File: src/lcai_alarm_regs.vh
`ifndef LCAI_ALARM_REGS_VH
`define LCAI_ALARM_REGS_VH

// ----------------------------------------------------------------------------
// Register offsets (low nibble inside a channel page, high nibble = channel)
// ----------------------------------------------------------------------------
`define LCAI_OFS_INJECT_CTRL   4'h3
`define LCAI_OFS_IRQ_ENABLE    4'h4
`define LCAI_OFS_ALARM_STATUS  4'h5
`define LCAI_OFS_ALARM_CHANGE  4'h6
`define LCAI_OFS_GLOBAL_IRQ    8'h80
`define LCAI_OFS_GLOBAL_CFG    8'h81

// ----------------------------------------------------------------------------
// Field positions
// ----------------------------------------------------------------------------
`define LCAI_BIT_INJECT        1
`define LCAI_BIT_DRV_FAIL      6
`define LCAI_BIT_FIFO_LIMIT    5
`define LCAI_BIT_CODE_VIOL     4
`define LCAI_BIT_ALL_ONES      2
`define LCAI_BIT_SIG_LOSS      1
`define LCAI_BIT_PRBS_DET      0
`define LCAI_BIT_GLOBAL_IE     0
`define LCAI_BIT_OVF_SEL       7
`define LCAI_BIT_PAGE_GLOBAL   7

// ----------------------------------------------------------------------------
// Masks and reset values
// ----------------------------------------------------------------------------
`define LCAI_ALARM_MASK        8'h77
`define LCAI_RST_ENABLE        8'h00
`define LCAI_RST_STATUS        8'h00
`define LCAI_RST_BYTE          8'h00

`endif

File: src/lcai_alarm_irq.v
`timescale 1ns/10ps
`include "lcai_alarm_regs.vh"

module lcai_alarm_irq #(
  parameter NCH = 8
) (
  input  wire           clk,
  input  wire           rstn,
  // Microprocessor register port
  input  wire [7:0]     regAddr,
  input  wire           regWrEn,
  input  wire           regRdEn,
  input  wire [7:0]     regWrData,
  output reg  [7:0]     regRdData,
  // Per-channel transmit side
  input  wire [NCH-1:0] transmitClockIn,
  output wire [NCH-1:0] injectBitError,
  // Per-channel live alarm inputs
  input  wire [NCH-1:0] driverFailIn,
  input  wire [NCH-1:0] fifoLimitIn,
  input  wire [NCH-1:0] codeViolIn,
  input  wire [NCH-1:0] lcvOverflowIn,
  input  wire [NCH-1:0] allOnesIn,
  input  wire [NCH-1:0] signalLossIn,
  input  wire [NCH-1:0] prbsDetectIn,
  // Interrupt pin, active low
  output reg            irqN
);

  // ---------------------------------------------------------------------------
  // Address decode
  // ---------------------------------------------------------------------------
  wire       pageGlobal;
  wire [2:0] chSel;
  wire [3:0] regSel;

  // Bit 7 picks the global page; channel pages repeat every 16 bytes
  assign pageGlobal = regAddr[`LCAI_BIT_PAGE_GLOBAL];
  assign chSel      = regAddr[6:4];
  assign regSel     = regAddr[3:0];

  // ---------------------------------------------------------------------------
  // Global registers
  // ---------------------------------------------------------------------------
  reg globalIrqEn_q;
  reg ovfSelect_q;

  // Global enable and status-bit-4 source select
  always @(posedge clk or negedge rstn) begin
    if (!rstn) begin
      globalIrqEn_q <= 1'b0;
      ovfSelect_q   <= 1'b0;
    end else if (regWrEn) begin
      if (regAddr == `LCAI_OFS_GLOBAL_IRQ)
        globalIrqEn_q <= regWrData[`LCAI_BIT_GLOBAL_IE];
      if (regAddr == `LCAI_OFS_GLOBAL_CFG)
        ovfSelect_q <= regWrData[`LCAI_BIT_OVF_SEL];
    end
  end

  // ---------------------------------------------------------------------------
  // Per-channel registers
  // ---------------------------------------------------------------------------
  wire [NCH*8-1:0] enableBus;
  wire [NCH*8-1:0] statusBus;
  wire [NCH*8-1:0] changeBus;
  wire [NCH-1:0]   injCtrlBus;
  wire [NCH-1:0]   chIrq;

  genvar g;
  generate
    for (g = 0; g < NCH; g = g + 1) begin : gCh
      reg  [7:0] enable_q;
      reg  [7:0] status_q;
      reg  [7:0] change_q;
      reg        injCtrl_q;
      reg  [7:0] status_d;
      wire       hit;
      wire       rdChange;

      // Channel numbers at or above NCH match no page and are ignored
      assign hit      = ~pageGlobal & ({29'd0, chSel} == g);
      assign rdChange = regRdEn & hit & (regSel == `LCAI_OFS_ALARM_CHANGE);

      // Live alarm vector; bits 7 and 3 stay zero
      always @* begin
        status_d                      = `LCAI_RST_STATUS;
        status_d[`LCAI_BIT_DRV_FAIL]  = driverFailIn[g];
        status_d[`LCAI_BIT_FIFO_LIMIT] = fifoLimitIn[g];
        status_d[`LCAI_BIT_CODE_VIOL] = ovfSelect_q ? lcvOverflowIn[g]
                                                    : codeViolIn[g];
        status_d[`LCAI_BIT_ALL_ONES]  = allOnesIn[g];
        status_d[`LCAI_BIT_SIG_LOSS]  = signalLossIn[g];
        status_d[`LCAI_BIT_PRBS_DET]  = prbsDetectIn[g];
      end

      // Status follows alarms whatever the enables; not host-writable
      always @(posedge clk or negedge rstn) begin
        if (!rstn)
          status_q <= `LCAI_RST_STATUS;
        else
          status_q <= status_d;
      end

      // Enable and inject control; unused enable bits kept zero
      // Inject bit is only the request; its edge is found on the tx clock
      always @(posedge clk or negedge rstn) begin
        if (!rstn) begin
          enable_q  <= `LCAI_RST_ENABLE;
          injCtrl_q <= 1'b0;
        end else if (regWrEn & hit) begin
          if (regSel == `LCAI_OFS_IRQ_ENABLE)
            enable_q <= regWrData & `LCAI_ALARM_MASK;
          if (regSel == `LCAI_OFS_INJECT_CTRL)
            injCtrl_q <= regWrData[`LCAI_BIT_INJECT];
        end
      end

      // Change flags: a fresh change beats the clear-on-read
      // Both directions count, so a cleared alarm interrupts as well
      always @(posedge clk or negedge rstn) begin
        if (!rstn)
          change_q <= `LCAI_RST_STATUS;
        else
          change_q <= ((rdChange ? 8'h00 : change_q)
                       | (status_d ^ status_q)) & `LCAI_ALARM_MASK;
      end

      // Channel's masked contribution to the pin
      assign chIrq[g] = |(change_q & enable_q);

      assign enableBus[g*8 +: 8] = enable_q;
      assign statusBus[g*8 +: 8] = status_q;
      assign changeBus[g*8 +: 8] = change_q;
      assign injCtrlBus[g]       = injCtrl_q;

      lcai_err_inject uInject (
        .clk             (clk),
        .rstn            (rstn),
        .transmitClockIn (transmitClockIn[g]),
        .injectCtrl      (injCtrl_q),
        .injectBitError  (injectBitError[g])
      );
    end
  endgenerate

  // ---------------------------------------------------------------------------
  // Interrupt pin
  // ---------------------------------------------------------------------------
  // Registered so the pin never glitches during a clearing read
  // Costs one cycle of latency against a combinational pin
  always @(posedge clk or negedge rstn) begin
    if (!rstn)
      irqN <= 1'b1;
    else
      irqN <= ~(globalIrqEn_q & (|chIrq));
  end

  // ---------------------------------------------------------------------------
  // Read path
  // ---------------------------------------------------------------------------
  reg  [7:0] rdMux;
  wire [2:0] rdCh;

  assign rdCh = chSel;

  // Unmapped and unused locations read zero
  always @* begin
    rdMux = `LCAI_RST_BYTE;
    if (regAddr == `LCAI_OFS_GLOBAL_IRQ)
      rdMux[`LCAI_BIT_GLOBAL_IE] = globalIrqEn_q;
    else if (regAddr == `LCAI_OFS_GLOBAL_CFG)
      rdMux[`LCAI_BIT_OVF_SEL] = ovfSelect_q;
    else if (!pageGlobal && ({29'd0, rdCh} < NCH)) begin
      case (regSel)
        `LCAI_OFS_INJECT_CTRL: begin
          rdMux[`LCAI_BIT_INJECT] = injCtrlBus[rdCh];
        end
        `LCAI_OFS_IRQ_ENABLE: begin
          rdMux = enableBus[rdCh*8 +: 8];
        end
        `LCAI_OFS_ALARM_STATUS: begin
          rdMux = statusBus[rdCh*8 +: 8];
        end
        `LCAI_OFS_ALARM_CHANGE: begin
          rdMux = changeBus[rdCh*8 +: 8];
        end
        default: begin
          rdMux = `LCAI_RST_BYTE;
        end
      endcase
    end
  end

  // Read data captured on the read strobe, held until the next read
  always @(posedge clk or negedge rstn) begin
    if (!rstn)
      regRdData <= `LCAI_RST_BYTE;
    else if (regRdEn)
      regRdData <= rdMux;
  end

endmodule // lcai_alarm_irq

File: src/lcai_err_inject.v
`timescale 1ns/10ps
`include "lcai_alarm_regs.vh"

// One channel's bit-error request, sampled on rising edges of the (sampled)
// transmit clock. Emits a single-cycle pulse per zero-to-one transition.
module lcai_err_inject (
  input  wire clk,
  input  wire rstn,
  input  wire transmitClockIn,
  input  wire injectCtrl,
  output reg  injectBitError
);

  reg txClkPrev_q;
  reg injSample_q;
  wire txRise;

  // ---------------------------------------------------------------------------
  // Transmit clock edge detection
  // ---------------------------------------------------------------------------
  // Clock pin is treated as a synchronous level, so its rise is an enable
  assign txRise = transmitClockIn & ~txClkPrev_q;

  // Sample on each rise; a pulse only for a fresh 0->1 step of the bit
  always @(posedge clk or negedge rstn) begin
    if (!rstn) begin
      txClkPrev_q    <= 1'b0;
      injSample_q    <= 1'b0;
      injectBitError <= 1'b0;
    end else begin
      txClkPrev_q    <= transmitClockIn;
      injectBitError <= 1'b0;
      if (txRise) begin
        injSample_q    <= injectCtrl;
        injectBitError <= injectCtrl & ~injSample_q;
      end
    end
  end

endmodule // lcai_err_inject

File: config.mk
export PLATFORM = sky130hd
export DESIGN_NAME = lcai_alarm_irq
export DESIGN_NICKNAME = d
export VERILOG_FILES = /design/src/lcai_alarm_irq.v /design/src/lcai_err_inject.v
export VERILOG_INCLUDE_DIRS = /design/src
export SDC_FILE = /design/constraint.sdc
export NUM_CORES = 1
export LEC_CHECK = 0
export BUFFER_PORTS_ARGS = -buffer_cell sky130_fd_sc_hd__buf_4
export CORE_UTILIZATION = 49
export CTS_CLUSTER_DIAMETER = 120
export CTS_CLUSTER_SIZE = 24
export DETAILED_ROUTE_END_ITERATION = 8
export PLACE_DENSITY_LB_ADDON = 0.1
export SYNTH_ARGS = -nofsm -noshare
export SYNTH_HDL_FRONTEND = slang
export SYNTH_HIERARCHICAL = 1
export SYNTH_SLANG_ARGS = --single-unit
File: constraint.sdc
create_clock -name clk -period 1.79 [get_ports clk]
set_input_delay 0.179 -clock clk [delete_from_list [all_inputs] [get_ports clk]]
set_output_delay 0.179 -clock clk [all_outputs]
set_load 0.05 [all_outputs]
## Word-level counts from Yosys, hierarchy flattened

Index checks and enable logic that the tools add are counted.

- Output and inout port bits: 17
- Input bits: 84
- Bits in registers: 187
- Word-level logic and storage cells: 222

- Magnitude comparators: 1
- Shift operators: 3
- Mux-type cells: 34
- Bitwise gates (word level): 91
- Reduce and logical (&&, ||, !) cells: 20
- Eq/ne operators: 13

Operators with widths:

| operator | count |
|---|---|
| $shiftx 64x7->8 | 3 |
| $mux 7 | 10 |
| $reduce_or 64->1 | 1 |
| $and 7x7->7 | 8 |
| $or 7x7->7 | 8 |
| $xor 7x7->7 | 8 |
| $and 1x1->1 | 49 |
| $reduce_and 2->1 | 18 |
| $mux 1 | 19 |
| $not 1->1 | 18 |
| $pmux 6 s3 | 1 |
| $eq 8x8->1 const B | 2 |
| $eq 3x3->1 const B | 4 |
| $eq 4x3->1 const B | 3 |
| $mux 8 | 1 |
| $eq 3x2->1 const B | 2 |
| $eq 4x2->1 const B | 1 |
| $lt 3x4->1 const B | 1 |
| $pmux 1 s4 | 1 |
| $bmux 1 s3 | 1 |
| $eq 3x1->1 const B | 1 |
| $logic_not 3->1 | 1 |
| $pmux 1 s3 | 1 |

## Longest topological paths before layout

Gate-level depths: netlist of run 1.

- Word-level depth: 6
- Gate-level depth with buffers: 8

## Modules after synthesis

Netlist of run 1, hierarchy kept.

By module, submodules not included:

| module | seq. area each (sq um) | cells each | area each (sq um) | times used |
|---|---|---|---|---|
| lcai_alarm_irq | 4055.1 | 572 | 7518.5 | 1 |
| lcai_err_inject | 75.1 | 6 | 113.9 | 8 |

## Least setup slack after synthesis of run 1

OpenSTA, ideal clock, no wires.

- Path kind: input to register
- From: input port regAddr[0]
- To: register gCh[4].enable_q[0]
- Stages: 6
- Required time: 1.665 ns
- Data arrival time: 1.708 ns
- Path slack: -0.043 ns
- Path through: buf_6 -> or4b_1 -> buf_2 -> nand2b_4 -> nor3_4 -> mux2_2

- Cells in the longest elaborated chain, start to end: 2

Ends and longest elaborated chain:

| what | line | text |
|---|---|---|
| start: declaration | lcai_alarm_irq.v:10 | `input wire [7:0] regAddr,` |
| $eq 4x3->1 | - |  |
| $reduce_and 2->1 (no line) | - |  |
| end signal: assignment | lcai_alarm_irq.v:109 | `` enable_q <= `LCAI_RST_ENABLE; `` |
| end signal: assignment | lcai_alarm_irq.v:113 | `` enable_q <= regWrData & `LCAI_ALARM_MASK; `` |
| end: declaration | lcai_alarm_irq.v:73 | `reg [7:0] enable_q;` |

No other way between the ends.
A chain may end at the register's enable or synchronous reset.

## Worst setup path after layout of run 1

- From: register gCh[7].status_q[0]
- To: register regRdData[0]

- Cells in the longest elaborated chain, start to end: 5

Ends and longest elaborated chain:

| what | line | text |
|---|---|---|
| start: declaration | lcai_alarm_irq.v:74 | `reg [7:0] status_q;` |
| start signal: assignment | lcai_alarm_irq.v:100 | `` status_q <= `LCAI_RST_STATUS; `` |
| start signal: assignment | lcai_alarm_irq.v:102 | `status_q <= status_d;` |
| $shiftx 64x7->8 | lcai_alarm_irq.v:183 | `rdMux = statusBus[rdCh*8 +: 8];` |
| $pmux 1 s3 | lcai_alarm_irq.v:175 | `case (regSel)` |
| $mux 8 | lcai_alarm_irq.v:174 | `else if (!pageGlobal && ({29'd0, rdCh} < NCH)) begin` |
| $mux 7 | lcai_alarm_irq.v:172 | `` else if (regAddr == `LCAI_OFS_GLOBAL_CFG) `` |
| $mux 1 | lcai_alarm_irq.v:170 | `` if (regAddr == `LCAI_OFS_GLOBAL_IRQ) `` |
| end signal: assignment | lcai_alarm_irq.v:198 | `` regRdData <= `LCAI_RST_BYTE; `` |
| end signal: assignment | lcai_alarm_irq.v:200 | `regRdData <= rdMux;` |
| end: declaration | lcai_alarm_irq.v:14 | `output reg [7:0] regRdData,` |

No other way between the ends.

==> results of run 1 <==
## placed cells by master, fill, tap and decap left out, types with 3 or more instances in the layout
cell	n
a21o_1	5
buf_12	11
nor2b_4	8
clkbuf_16	17
buf_4	147
a22o_1	9
and3b_2	8
dlygate4sd3_1	61
o31ai_1	4
nor2_1	10
clkbuf_8	5
a22oi_1	7
mux2i_1	17
nor3_1	3
o22ai_1	8
mux4_2	35
nor2b_1	12
nor2_4	3
nand3_1	9
nand4_1	5
mux2_2	67
nand2_1	98
xor2_1	5
mux2_4	8
xnor2_1	43
nand2b_1	5
dfrtp_1	185
a221oi_1	9
a21oi_1	4
## flip-flops by register name, indices dropped and copies added (netlist names), 7 cells and up
| register | count |
|---|---|
| gCh.change_q | 48 |
| gCh.enable_q | 48 |
| gCh.status_q | 48 |
| gCh.injCtrl_q | 8 |
| gCh.uInject/injSample_q | 8 |
| gCh.uInject/injectBitError | 8 |
| gCh.uInject/txClkPrev_q | 8 |
| regRdData | 7 |
## Yosys cell counts, drive strengths merged, types with 2 or more instances
master,instances
a21o,5
a2111oi,2
xnor2,43
nand3,10
o31ai,4
and3b,9
nand4,5
nand2,98
a211oi,2
mux2i,19
buf,17
mux2,75
nor2b,20
mux4,35
nor3,4
nor2,14
o22ai,8
clkbuf,8
a22o,9
a21oi,4
nand2b,6
o21ai,3
nand4bb,2
a221oi,9
inv,2
dfrtp,185
xor2,5
a22oi,7
## cells by family after synthesis
| logic type | after synthesis |
|---|---|
| DFF | 186 |
| and+or+nand+nor | 174 |
| other | 1 |
| AOI/OAI and AO/OA | 55 |
| buffers and inverters | 27 |
| muxes | 129 |
| xor gates and xnor gates | 48 |
## metal layers
metal | global-route usage | wire (um) | vias to the layer above
met1 | 0.375 | 9540 | 3070
met5 | 0 | 0 | -
met4 | 0.101 | 585 | 0
li1 | - | - | 2659
met2 | 0.448 | 11200 | 239
met3 | 0.0742 | 1660 | 36
## power by group through the flow
| stage | clock (mW) | sequential, mW | combinational, mW |
|---|---|---|---|
| after floorplan | 0 | 4.54 | 0.514 |
| after global placement | 0 | 4.55 | 1.01 |
| after detailed placement | 0 | 4.56 | 1.03 |
| after CTS | 3.94 | 4.48 | 1.14 |
| after global routing | 4.11 | 4.50 | 1.23 |
| final | 3.88 | 4.48 | 1.14 |
## cell type report
| cell class | instances | area share |
|---|---|---|
| inverters | 2 | 0.000673 |
| clock buffers | 24 | 0.0450 |
| well taps | 220 | 0.0247 |
| multi-input cells | 407 | 0.328 |
| clock inverters | 8 | 0.00976 |
| flip-flops and latches | 186 | 0.417 |
| repair buffers | 220 | 0.174 |
## worst paths after layout
path / to / slack (ns) / cells past startpoint
max: regRdData[0]$_DFFE_PN0P_ / 0.03 / 6
min: gCh[0].status_q[4]$_DFF_PN0_ / 0.009 / 2
max reg2reg: regRdData[0]$_DFFE_PN0P_ / 0.03 / 6
min reg2reg: gCh[5].uInject/injSample_q$_DFFE_PN0P_ / 0.50 / 1
max in group asynchronous: irqN$_DFF_PN1_ / 0.93 / 3
min in group asynchronous: gCh[7].uInject/txClkPrev_q$_DFF_PN0_ / 0.21 / 2
## per-stage QoR
| stage | utilization | instances | worst slack [ns] | TNS, ns | power [mW] |
|---|---|---|---|---|---|
| 2_1_floorplan | - | 620 | -0.0433 | -0.260 | 5.06 |
| 3_3_place_gp | 0.594 | 974 | -0.197 | -3.24 | 5.56 |
| 3_5_place_dp | 0.594 | 974 | -0.219 | -3.96 | 5.59 |
| 4_1_cts | 0.667 | 1067 | 0.0184 | 0 | 9.56 |
| 5_1_grt | 0.668 | 1067 | 0.00681 | 0 | 9.84 |
| 6_report | 0.668 | 1067 | 0.0322 | 0 | 9.50 |
## critical path: stages (launching register included)
cell	delay (ns)
dfrtp_1	0.39
mux4_2	0.50
mux2i_2	0.22
o22ai_1	0.17
o21ai_2	0.20
buf_4	0.13
nand2_1	0.04
## repair_timing
action | CTS | global route
gates cloned | 0 | 0
hold buffers | 61 | 0
setup endpoints to repair | 1 | 2
resized for setup | 3 | 2
pin swaps | 0 | 1
endpoints found under the hold margin | 206 | 0
==> results by group, run 1 <==
Yosys
  • Largest family of logic cells by synthesized area: multiplexers
  • Synth warnings: 6
  • Sequential share of the synthesized area: 0.552
  • Ys async rst share: 1.00
  • Avg Inst Size Synth: 13.6 um2
  • Multiplexer share of the synthesized area: 0.220
  • Mapped Cells: 620
  • XOR/XNOR share of the synthesized area: 0.0499
  • EDFF count, synth: 0
  • Area contributors post-synth: dfrtp_1 55%, mux4_2 9.4%, mux2_2 9.0%, xnor2_1 4.5%, nand2_1 4.4%
  • Mapped Nets: 704
  • Ys flop type: dfrtp_1
  • Adder-cell share of the synthesized area: 0
  • Compound-Gate Fraction of Synth Area: 0.0490
  • Register bit total from synthesis: 186
  • Top cell type's share of synthesized area: 0.549
  • Synth cell types: 49
  • Cell taking the most area after synthesis: dfrtp_1
  • Mapped Area: 8430 um2
  • Post-synthesis simple-gate area fraction: 0.113

Timing
  • RSZ-0062 raised after global routing: no
  • Clk_skew: 0.0153 ns
  • Crit share post-route: 0.982
  • Hold slack final: 0.00870 ns
  • Fmax: 569 MHz
  • Fin crit period: 1.76 ns
  • Hold Violations, Final: 0
  • Final setup fails: 0
  • Max-slew violations: 0

Route
  • Via Count: 6004
  • Final WL: 22900 um
  • Residual DRC count: 0
  • Starting DRT DRC Count: 474
  • Wirelength per Cell: 21.5 um
  • Antenna-violating nets left: 0
  • Drt first pass iters: 5
  • Vias per cell: 5.63

Floorplanning
  • I/O pin total: 101
  • Core footprint: 16700 um2
  • Die ar.: 17700 um2
  • Site row count: 47
  • Die Span X: 133 um
  • Die height: 133 um
  • Initial core utilization: 0.505

Place
  • Placed inst area: 9920 um2
  • Placer Congestion: 0.866
  • I/O Buffers: 98
  • HPWL Detailed: 16800 um

Clock network
  • Clk buf depth: 2
  • Clk Latency, worst-skew pair: 0.44 ns
  • TritonCTS clock tree: yes
  • Root Buffer: clkbuf_16
  • Clk sinks: 186
  • CTS H-tree lvls: 4
  • CTS Buf Count: 17
  • Clock Pin Slew Worst Setup and Hold Paths: 0.08 ns
  • Total setup buffers inserted after CTS: 0

Worst setup path
  • Worst Path Arrival: 2.08 ns
  • Crit path max fanout: 2
  • Setup CP Type: reg -> reg
  • Crit Reg-Reg Startpoint: gCh[7].status_q[0]$_DFF_PN0_
  • Worst setup EP type: register
  • Crit. Startpoint: gCh[7].status_q[0]$_DFF_PN0_
  • Worst path required time: 2.11 ns
  • Startpoint types: register

Power and ir drop
  • Worst VDD drop: 0.658 mV
  • Power Dens Cells: 851 nW/um2
  • Sw Pwr: 2.26 mW
  • Clock Power Share: 0.408
  • Sequential Power Share: 0.472
  • Leakage power: 5.06 nW
  • Net switching fraction of the power: 0.238
  • Int Pwr: 7.24 mW
  • Comb power frac: 0.120

Final layout
  • Register area: 4660 um2
  • Antenna cells: 0
  • Layout Nets: 918
  • Multi-input logic area: 3660 um2
  • Share of cells above drive strength 1: 0.387
  • Final instance area: 11200 um2
  • Syn-to-layout area delta: 32.3%
  • Fillers: 1286

Hold path
  • Min-delay src: lcvOverflowIn[0]
  • Hold Crit Class: in -> reg

GRT
  • First-pass GRT wire length: 36400 um
  • GRT Total Usage: 0.281
  • GR Overflow Total: 0
  • Initial antenna violation count: 0
  • Vias in the first global route: 6434
  • Largest net degree at the start of global routing: 56

Status
  • Outcome: complete, no violations

Run
  • Max_cap viols: 0
No activity file was read; power rests on OpenSTA's default activity.
==> run 2, diff against run 1 <==
--- a/config.mk
+++ b/config.mk
@@ -11,6 +11,7 @@
 export CTS_CLUSTER_DIAMETER = 120
 export CTS_CLUSTER_SIZE = 24
 export DETAILED_ROUTE_END_ITERATION = 8
+export GPL_TIMING_DRIVEN = 0
 export PLACE_DENSITY_LB_ADDON = 0.1
 export SYNTH_ARGS = -nofsm -noshare
 export SYNTH_HDL_FRONTEND = slang
==> results by group, run 2 (synthesis results as in run 1) <==
Clock network
  • TritonCTS clock tree: yes
  • Clk Latency, worst-skew pair: 0.44 ns
  • CTS H-tree lvls: 4
  • Clock Pin Slew Worst Setup and Hold Paths: 0.07 ns
  • CTS Buf Count: 17
  • Clk sinks: 186
  • Clk buf depth: 2
  • Root Buffer: clkbuf_16

Worst setup path
  • Worst Path Arrival: 2.03 ns
  • Startpoint types: register
  • Top cell by count, worst path: o22ai_1
  • Crit path max fanout: 3
  • CP cell instances: mux4_2, mux2i_1, o22ai_1, a211oi_2, o22ai_1
  • Slowest cell on crit path: mux4_2
  • Crit path max-delay family: multiplexers
  • CP max stage delay: 0.48 ns
  • Setup CP Type: reg -> reg
  • CP Buf/Inv Count: 0
  • Worst setup EP type: register
  • Worst path required time: 2.07 ns

Route
  • Final WL: 23800 um
  • Vias per cell: 5.78
  • Drt first pass iters: 5
  • Residual DRC count: 0
  • Wirelength per Cell: 23.1 um
  • Starting DRT DRC Count: 490
  • Via Count: 5951
  • Antenna-violating nets left: 0

Place
  • Placed inst area: 9450 um2
  • HPWL Detailed: 16200 um
  • I/O Buffers: 95
  • Placer Congestion: 0.897
  • Cells after DPL: 936

Power and ir drop
  • Power Dens Cells: 864 nW/um2
  • Total power: 9.24 mW
  • Leakage power: 4.81 nW
  • Worst VDD drop: 0.740 mV

Status
  • Outcome: complete, no violations

Run
  • Max_cap viols: 0

Timing
  • Fin crit period: 1.76 ns
  • Hold Violations, Final: 0
  • Slew HR: 0.463
  • RSZ-0062 raised after global routing: yes
  • Fmax: 569 MHz
  • Final setup fails: 0
  • Clk_skew: 0.00908 ns
  • Hold slack final: 0.00379 ns
  • Worst-Margin Slew: 0.804 ns
  • Max-slew violations: 0
  • Crit share post-route: 0.981

Final layout
  • Commonest non-fill, non-tap cell in the layout: dfrtp_1
  • Final instance area: 10700 um2
  • Layout Nets: 881
  • Fillers: 1277
  • Non-Filler Instances: 1030
  • Syn-to-layout area delta: 26.9%
  • Share of cells above drive strength 1: 0.360
  • Most frequent cells in the layout: 185 x dfrtp_1, 104 x buf_4, 96 x nand2_1, 67 x mux2_2, 58 x dlygate4sd3_1
  • Antenna cells: 0
  • Post-layout util: 0.640
  • Largest registers: gCh.change_q x48, gCh.enable_q x48, gCh.status_q x48

Floorplanning
  • Initial core utilization: 0.505
  • Die height: 133 um
  • Die ar.: 17700 um2
  • I/O pin total: 101
  • Die Span X: 133 um
  • Site row count: 47
  • Core footprint: 16700 um2

Hold path
  • Hold Crit Class: in -> reg

GRT
  • GRT Total Usage: 0.286
  • GR Overflow Total: 0
  • Vias in the first global route: 6111
  • Initial antenna violation count: 0
  • First-pass GRT wire length: 36400 um
  • Largest net degree at the start of global routing: 120
[run 2: area by class of cell]
type / instances / area (um2) / share of cell area
buffer: 25 / 143 / 0.0133
clock buffer: 20 / 457 / 0.0427
clock inverter: 12 / 116 / 0.0109
sequential: 186 / 4660 / 0.435
tap: 220 / 275 / 0.0257
inverter: 2 / 7.51 / 0.000702
multi-input combinational: 407 / 3680 / 0.344
timing repair buffer: 158 / 1360 / 0.127
[run 2: path summary, 6_finish.rpt]
kind / startpoint / endpoint / slack [ns] / depth (start not counted)
max: gCh[1].change_q[1]$_DFF_PN0_ / regRdData[1]$_DFFE_PN0P_ / 0.03 / 5
min: codeViolIn[1] / gCh[1].status_q[4]$_DFF_PN0_ / 0.004 / 2
max reg2reg: gCh[1].change_q[1]$_DFF_PN0_ / regRdData[1]$_DFFE_PN0P_ / 0.03 / 5
min reg2reg: gCh[2].change_q[2]$_DFF_PN0_ / gCh[2].change_q[2]$_DFF_PN0_ / 0.50 / 2
max in group asynchronous: rstn / gCh[0].change_q[0]$_DFF_PN0_ / 0.56 / 3
min in group asynchronous: rstn / gCh[3].uInject/txClkPrev_q$_DFF_PN0_ / 0.28 / 2
[run 2: what timing repair did]
item                       4_1_cts  5_1_grt
hold endpoints to repair       159        0
cloned                           0        0
buffers inserted                 2        2
hold buffers                    58        0
pin swaps                        1        1
gates resized for setup         13        4
setup endpoints to repair       40       21
[run 2: per-layer routing]
metal	vias up	wire, um	track usage
met3	60	1880	0.0674
met1	3022	9780	0.393
met2	277	11300	0.441
met5	-	0	0
met4	0	865	0.119
li1	2592	-	-
[run 2: power breakdown]
part           leakage [nW]  switching [mW]  internal [mW]
sequential             2.20           0.121           4.35
clock                 0.271            1.67           2.01
combinational          2.34           0.519          0.567
[run 2: through the flow]
step / TNS [ns] / setup WS, ns
final: 0 / 0.0333
after global routing: -0.107 / -0.0257
after CTS: 0 / 0.0265
after detailed placement: -45.79 / -0.915
after global placement: -149.73 / -0.860
after floorplan: -0.260 / -0.0433
==> run 3, diff against run 2 <==
--- a/config.mk
+++ b/config.mk
@@ -7,12 +7,14 @@
 export NUM_CORES = 1
 export LEC_CHECK = 0
 export BUFFER_PORTS_ARGS = -buffer_cell sky130_fd_sc_hd__buf_4
+export CORE_ASPECT_RATIO = 1.1
 export CORE_UTILIZATION = 49
 export CTS_CLUSTER_DIAMETER = 120
 export CTS_CLUSTER_SIZE = 24
 export DETAILED_ROUTE_END_ITERATION = 8
 export GPL_TIMING_DRIVEN = 0
 export PLACE_DENSITY_LB_ADDON = 0.1
+export REMOVE_ABC_BUFFERS = 1
 export SYNTH_ARGS = -nofsm -noshare
 export SYNTH_HDL_FRONTEND = slang
 export SYNTH_HIERARCHICAL = 1
==> results by group, run 3 (synthesis results as in run 1) <==
Power and ir drop
  • Total power: 9.09 mW
  • Sw Pwr: 2.20 mW
  • Worst VDD drop: 0.777 mV
  • Leakage power: 4.73 nW
  • Net switching fraction of the power: 0.242
  • Comb power frac: 0.114
  • Sequential Power Share: 0.492
  • Clock Power Share: 0.394
  • Power Dens Cells: 861 nW/um2
  • Int Pwr: 6.90 mW

Final layout
  • Layout Nets: 857
  • Syn-to-layout area delta: 25.2%
  • Share of cells above drive strength 1: 0.349
  • Commonest non-fill, non-tap cell in the layout: dfrtp_1
  • Most frequent cells in the layout: 184 x dfrtp_1, 99 x buf_4, 98 x nand2_1, 67 x mux2_2, 56 x dlygate4sd3_1
  • Largest registers: gCh.change_q x48, gCh.enable_q x48, gCh.status_q x48
  • Antenna cells: 0
  • Post-layout util: 0.635

Route
  • Final WL: 21700 um
  • Vias per cell: 5.68
  • Antenna-violating nets left: 0
  • Residual DRC count: 0
  • Drt first pass iters: 5
  • Wirelength per Cell: 21.4 um
  • Via Count: 5765
  • Starting DRT DRC Count: 557

Worst setup path
  • Worst setup EP type: register
  • Worst r2r dst: regRdData[0]$_DFFE_PN0P_
  • CP max stage delay: 0.55 ns
  • Worst Path Arrival: 2.09 ns
  • Crit. Startpoint: regAddr[3]
  • Worst r2r path cells: 5
  • Crit Reg-Reg Startpoint: gCh[7].status_q[0]$_DFF_PN0_
  • Top cell by count, worst path: nand2_1
  • Worst path required time: 2.11 ns
  • Setup CP Type: in -> reg
  • Worst R2R Setup Slack: 0.12 ns
  • CP Capture Point: gCh[4].change_q[1]$_DFF_PN0_
  • CP cell instances: buf_4, nand4bb_2, nor2_1, nand3_1, nand2_1, nand2_1
  • Startpoint types: input pin
  • Slowest cell on crit path: nand3_1
  • Crit path max fanout: 8

Clock network
  • CTS Buf Count: 17
  • CTS H-tree lvls: 4
  • Clk sinks: 186
  • Clock Pin Slew Worst Setup and Hold Paths: 0.07 ns
  • Clk Latency, worst-skew pair: 0.43 ns
  • Clk buf depth: 2
  • TritonCTS clock tree: yes
  • Root Buffer: clkbuf_16

Timing
  • Clk_skew: 0.00512 ns
  • Hold Violations, Final: 0
  • Max-slew violations: 0
  • RSZ-0062 raised after global routing: no
  • Crit share post-route: 0.989
  • Slew HR: 0.510
  • Fin crit period: 1.77 ns
  • Hold slack final: 0.0158 ns
  • Worst-Margin Slew: 0.734 ns
  • Final setup fails: 0
  • Fmax: 565 MHz

Status
  • Outcome: complete, no violations

Floorplanning
  • I/O pin total: 101
  • Die ar.: 17700 um2
  • Site row count: 49
  • Initial core utilization: 0.507
  • Core footprint: 16600 um2
  • Die height: 140 um
  • Die Span X: 127 um

GRT
  • First-pass GRT wire length: 34200 um
  • GR Overflow Total: 0
  • Vias in the first global route: 5958
  • Largest net degree at the start of global routing: 107
  • Initial antenna violation count: 0
  • GRT Total Usage: 0.264

Place
  • Placer Congestion: 0.879
  • I/O Buffers: 98
  • HPWL Detailed: 14300 um

Run
  • Max_cap viols: 0

Hold path
  • Hold Crit Class: in -> reg
==> run 3: worst min-delay path by stage <==
stage	startpoint	end	slack [ns]	depth (start not counted)
after floorplan	rstn	gCh[0].change_q[0]$_DFF_PN0_	-0.12	0
after global placement	transmitClockIn[7]	gCh[7].uInject/txClkPrev_q$_DFF_PN0_	0.30	1
after detailed placement	rstn	gCh[7].uInject/txClkPrev_q$_DFF_PN0_	0.20	1
after CTS	lcvOverflowIn[7]	gCh[7].status_q[4]$_DFF_PN0_	0.0001	2
after global routing	codeViolIn[2]	gCh[2].status_q[4]$_DFF_PN0_	0.007	2
final	lcvOverflowIn[3]	gCh[3].status_q[4]$_DFF_PN0_	0.02	2
==> run 3: routing by layer <==
metal,GRT usage,routed length (um),share of wire
met1,0.362,9110,0.42
met2,0.418,10500,0.48
met3,0.0554,1530,0.071
met4,0.0959,619,0.028
met5,0,0,0
==> run 3: through the flow <==
| step | TNS (ns) | instances | setup slack (ns) | instance area [um2] |
|---|---|---|---|---|
| 3_3_place_gp | -150.57 | 922 | -0.693 | 9330 |
| 2_1_floorplan | 0 | 595 | 0.0119 | 8310 |
| 3_5_place_dp | -46.51 | 923 | -0.693 | 9360 |
| 6_report | 0 | 1015 | 0.0199 | 10600 |
| 4_1_cts | 0 | 1015 | 0.00914 | 10500 |
| 5_1_grt | 0 | 1015 | 0.0210 | 10600 |
==> run 3: worst max-delay path: cells and delay by family <==
| family | cells | cell delay (ns) |
|---|---|---|
| simple gates | 5 | 1.78 |
| buf+inv | 1 | 0.13 |
==> run 3: final cells by class <==
type	count	area, um2
clock buffer	22	464
clock inverter	10	92.6
fill	1313	6060
inverter	2	7.51
multi-input combinational	407	3670
sequential	186	4660
tap	229	287
timing repair buffer	159	1370
==> run 3: timing repair <==
item	CTS	global route
endpoints found under the setup margin	47	30
pin swaps	1	0
hold buffers	56	0
setup buffers	4	0
cloned	0	0
endpoints found under the hold margin	170	0
resized for setup	6	6
==> run 3: power by group through the flow <==
stage          combinational (mW)  clock [mW]  sequential (mW)
6_report                     1.04        3.58             4.47
5_1_grt                      1.13        3.81             4.49
4_1_cts                      1.04        3.67             4.47
3_5_place_dp                0.938           0             4.55
3_3_place_gp                0.909           0             4.54
2_1_floorplan               0.441           0             4.55
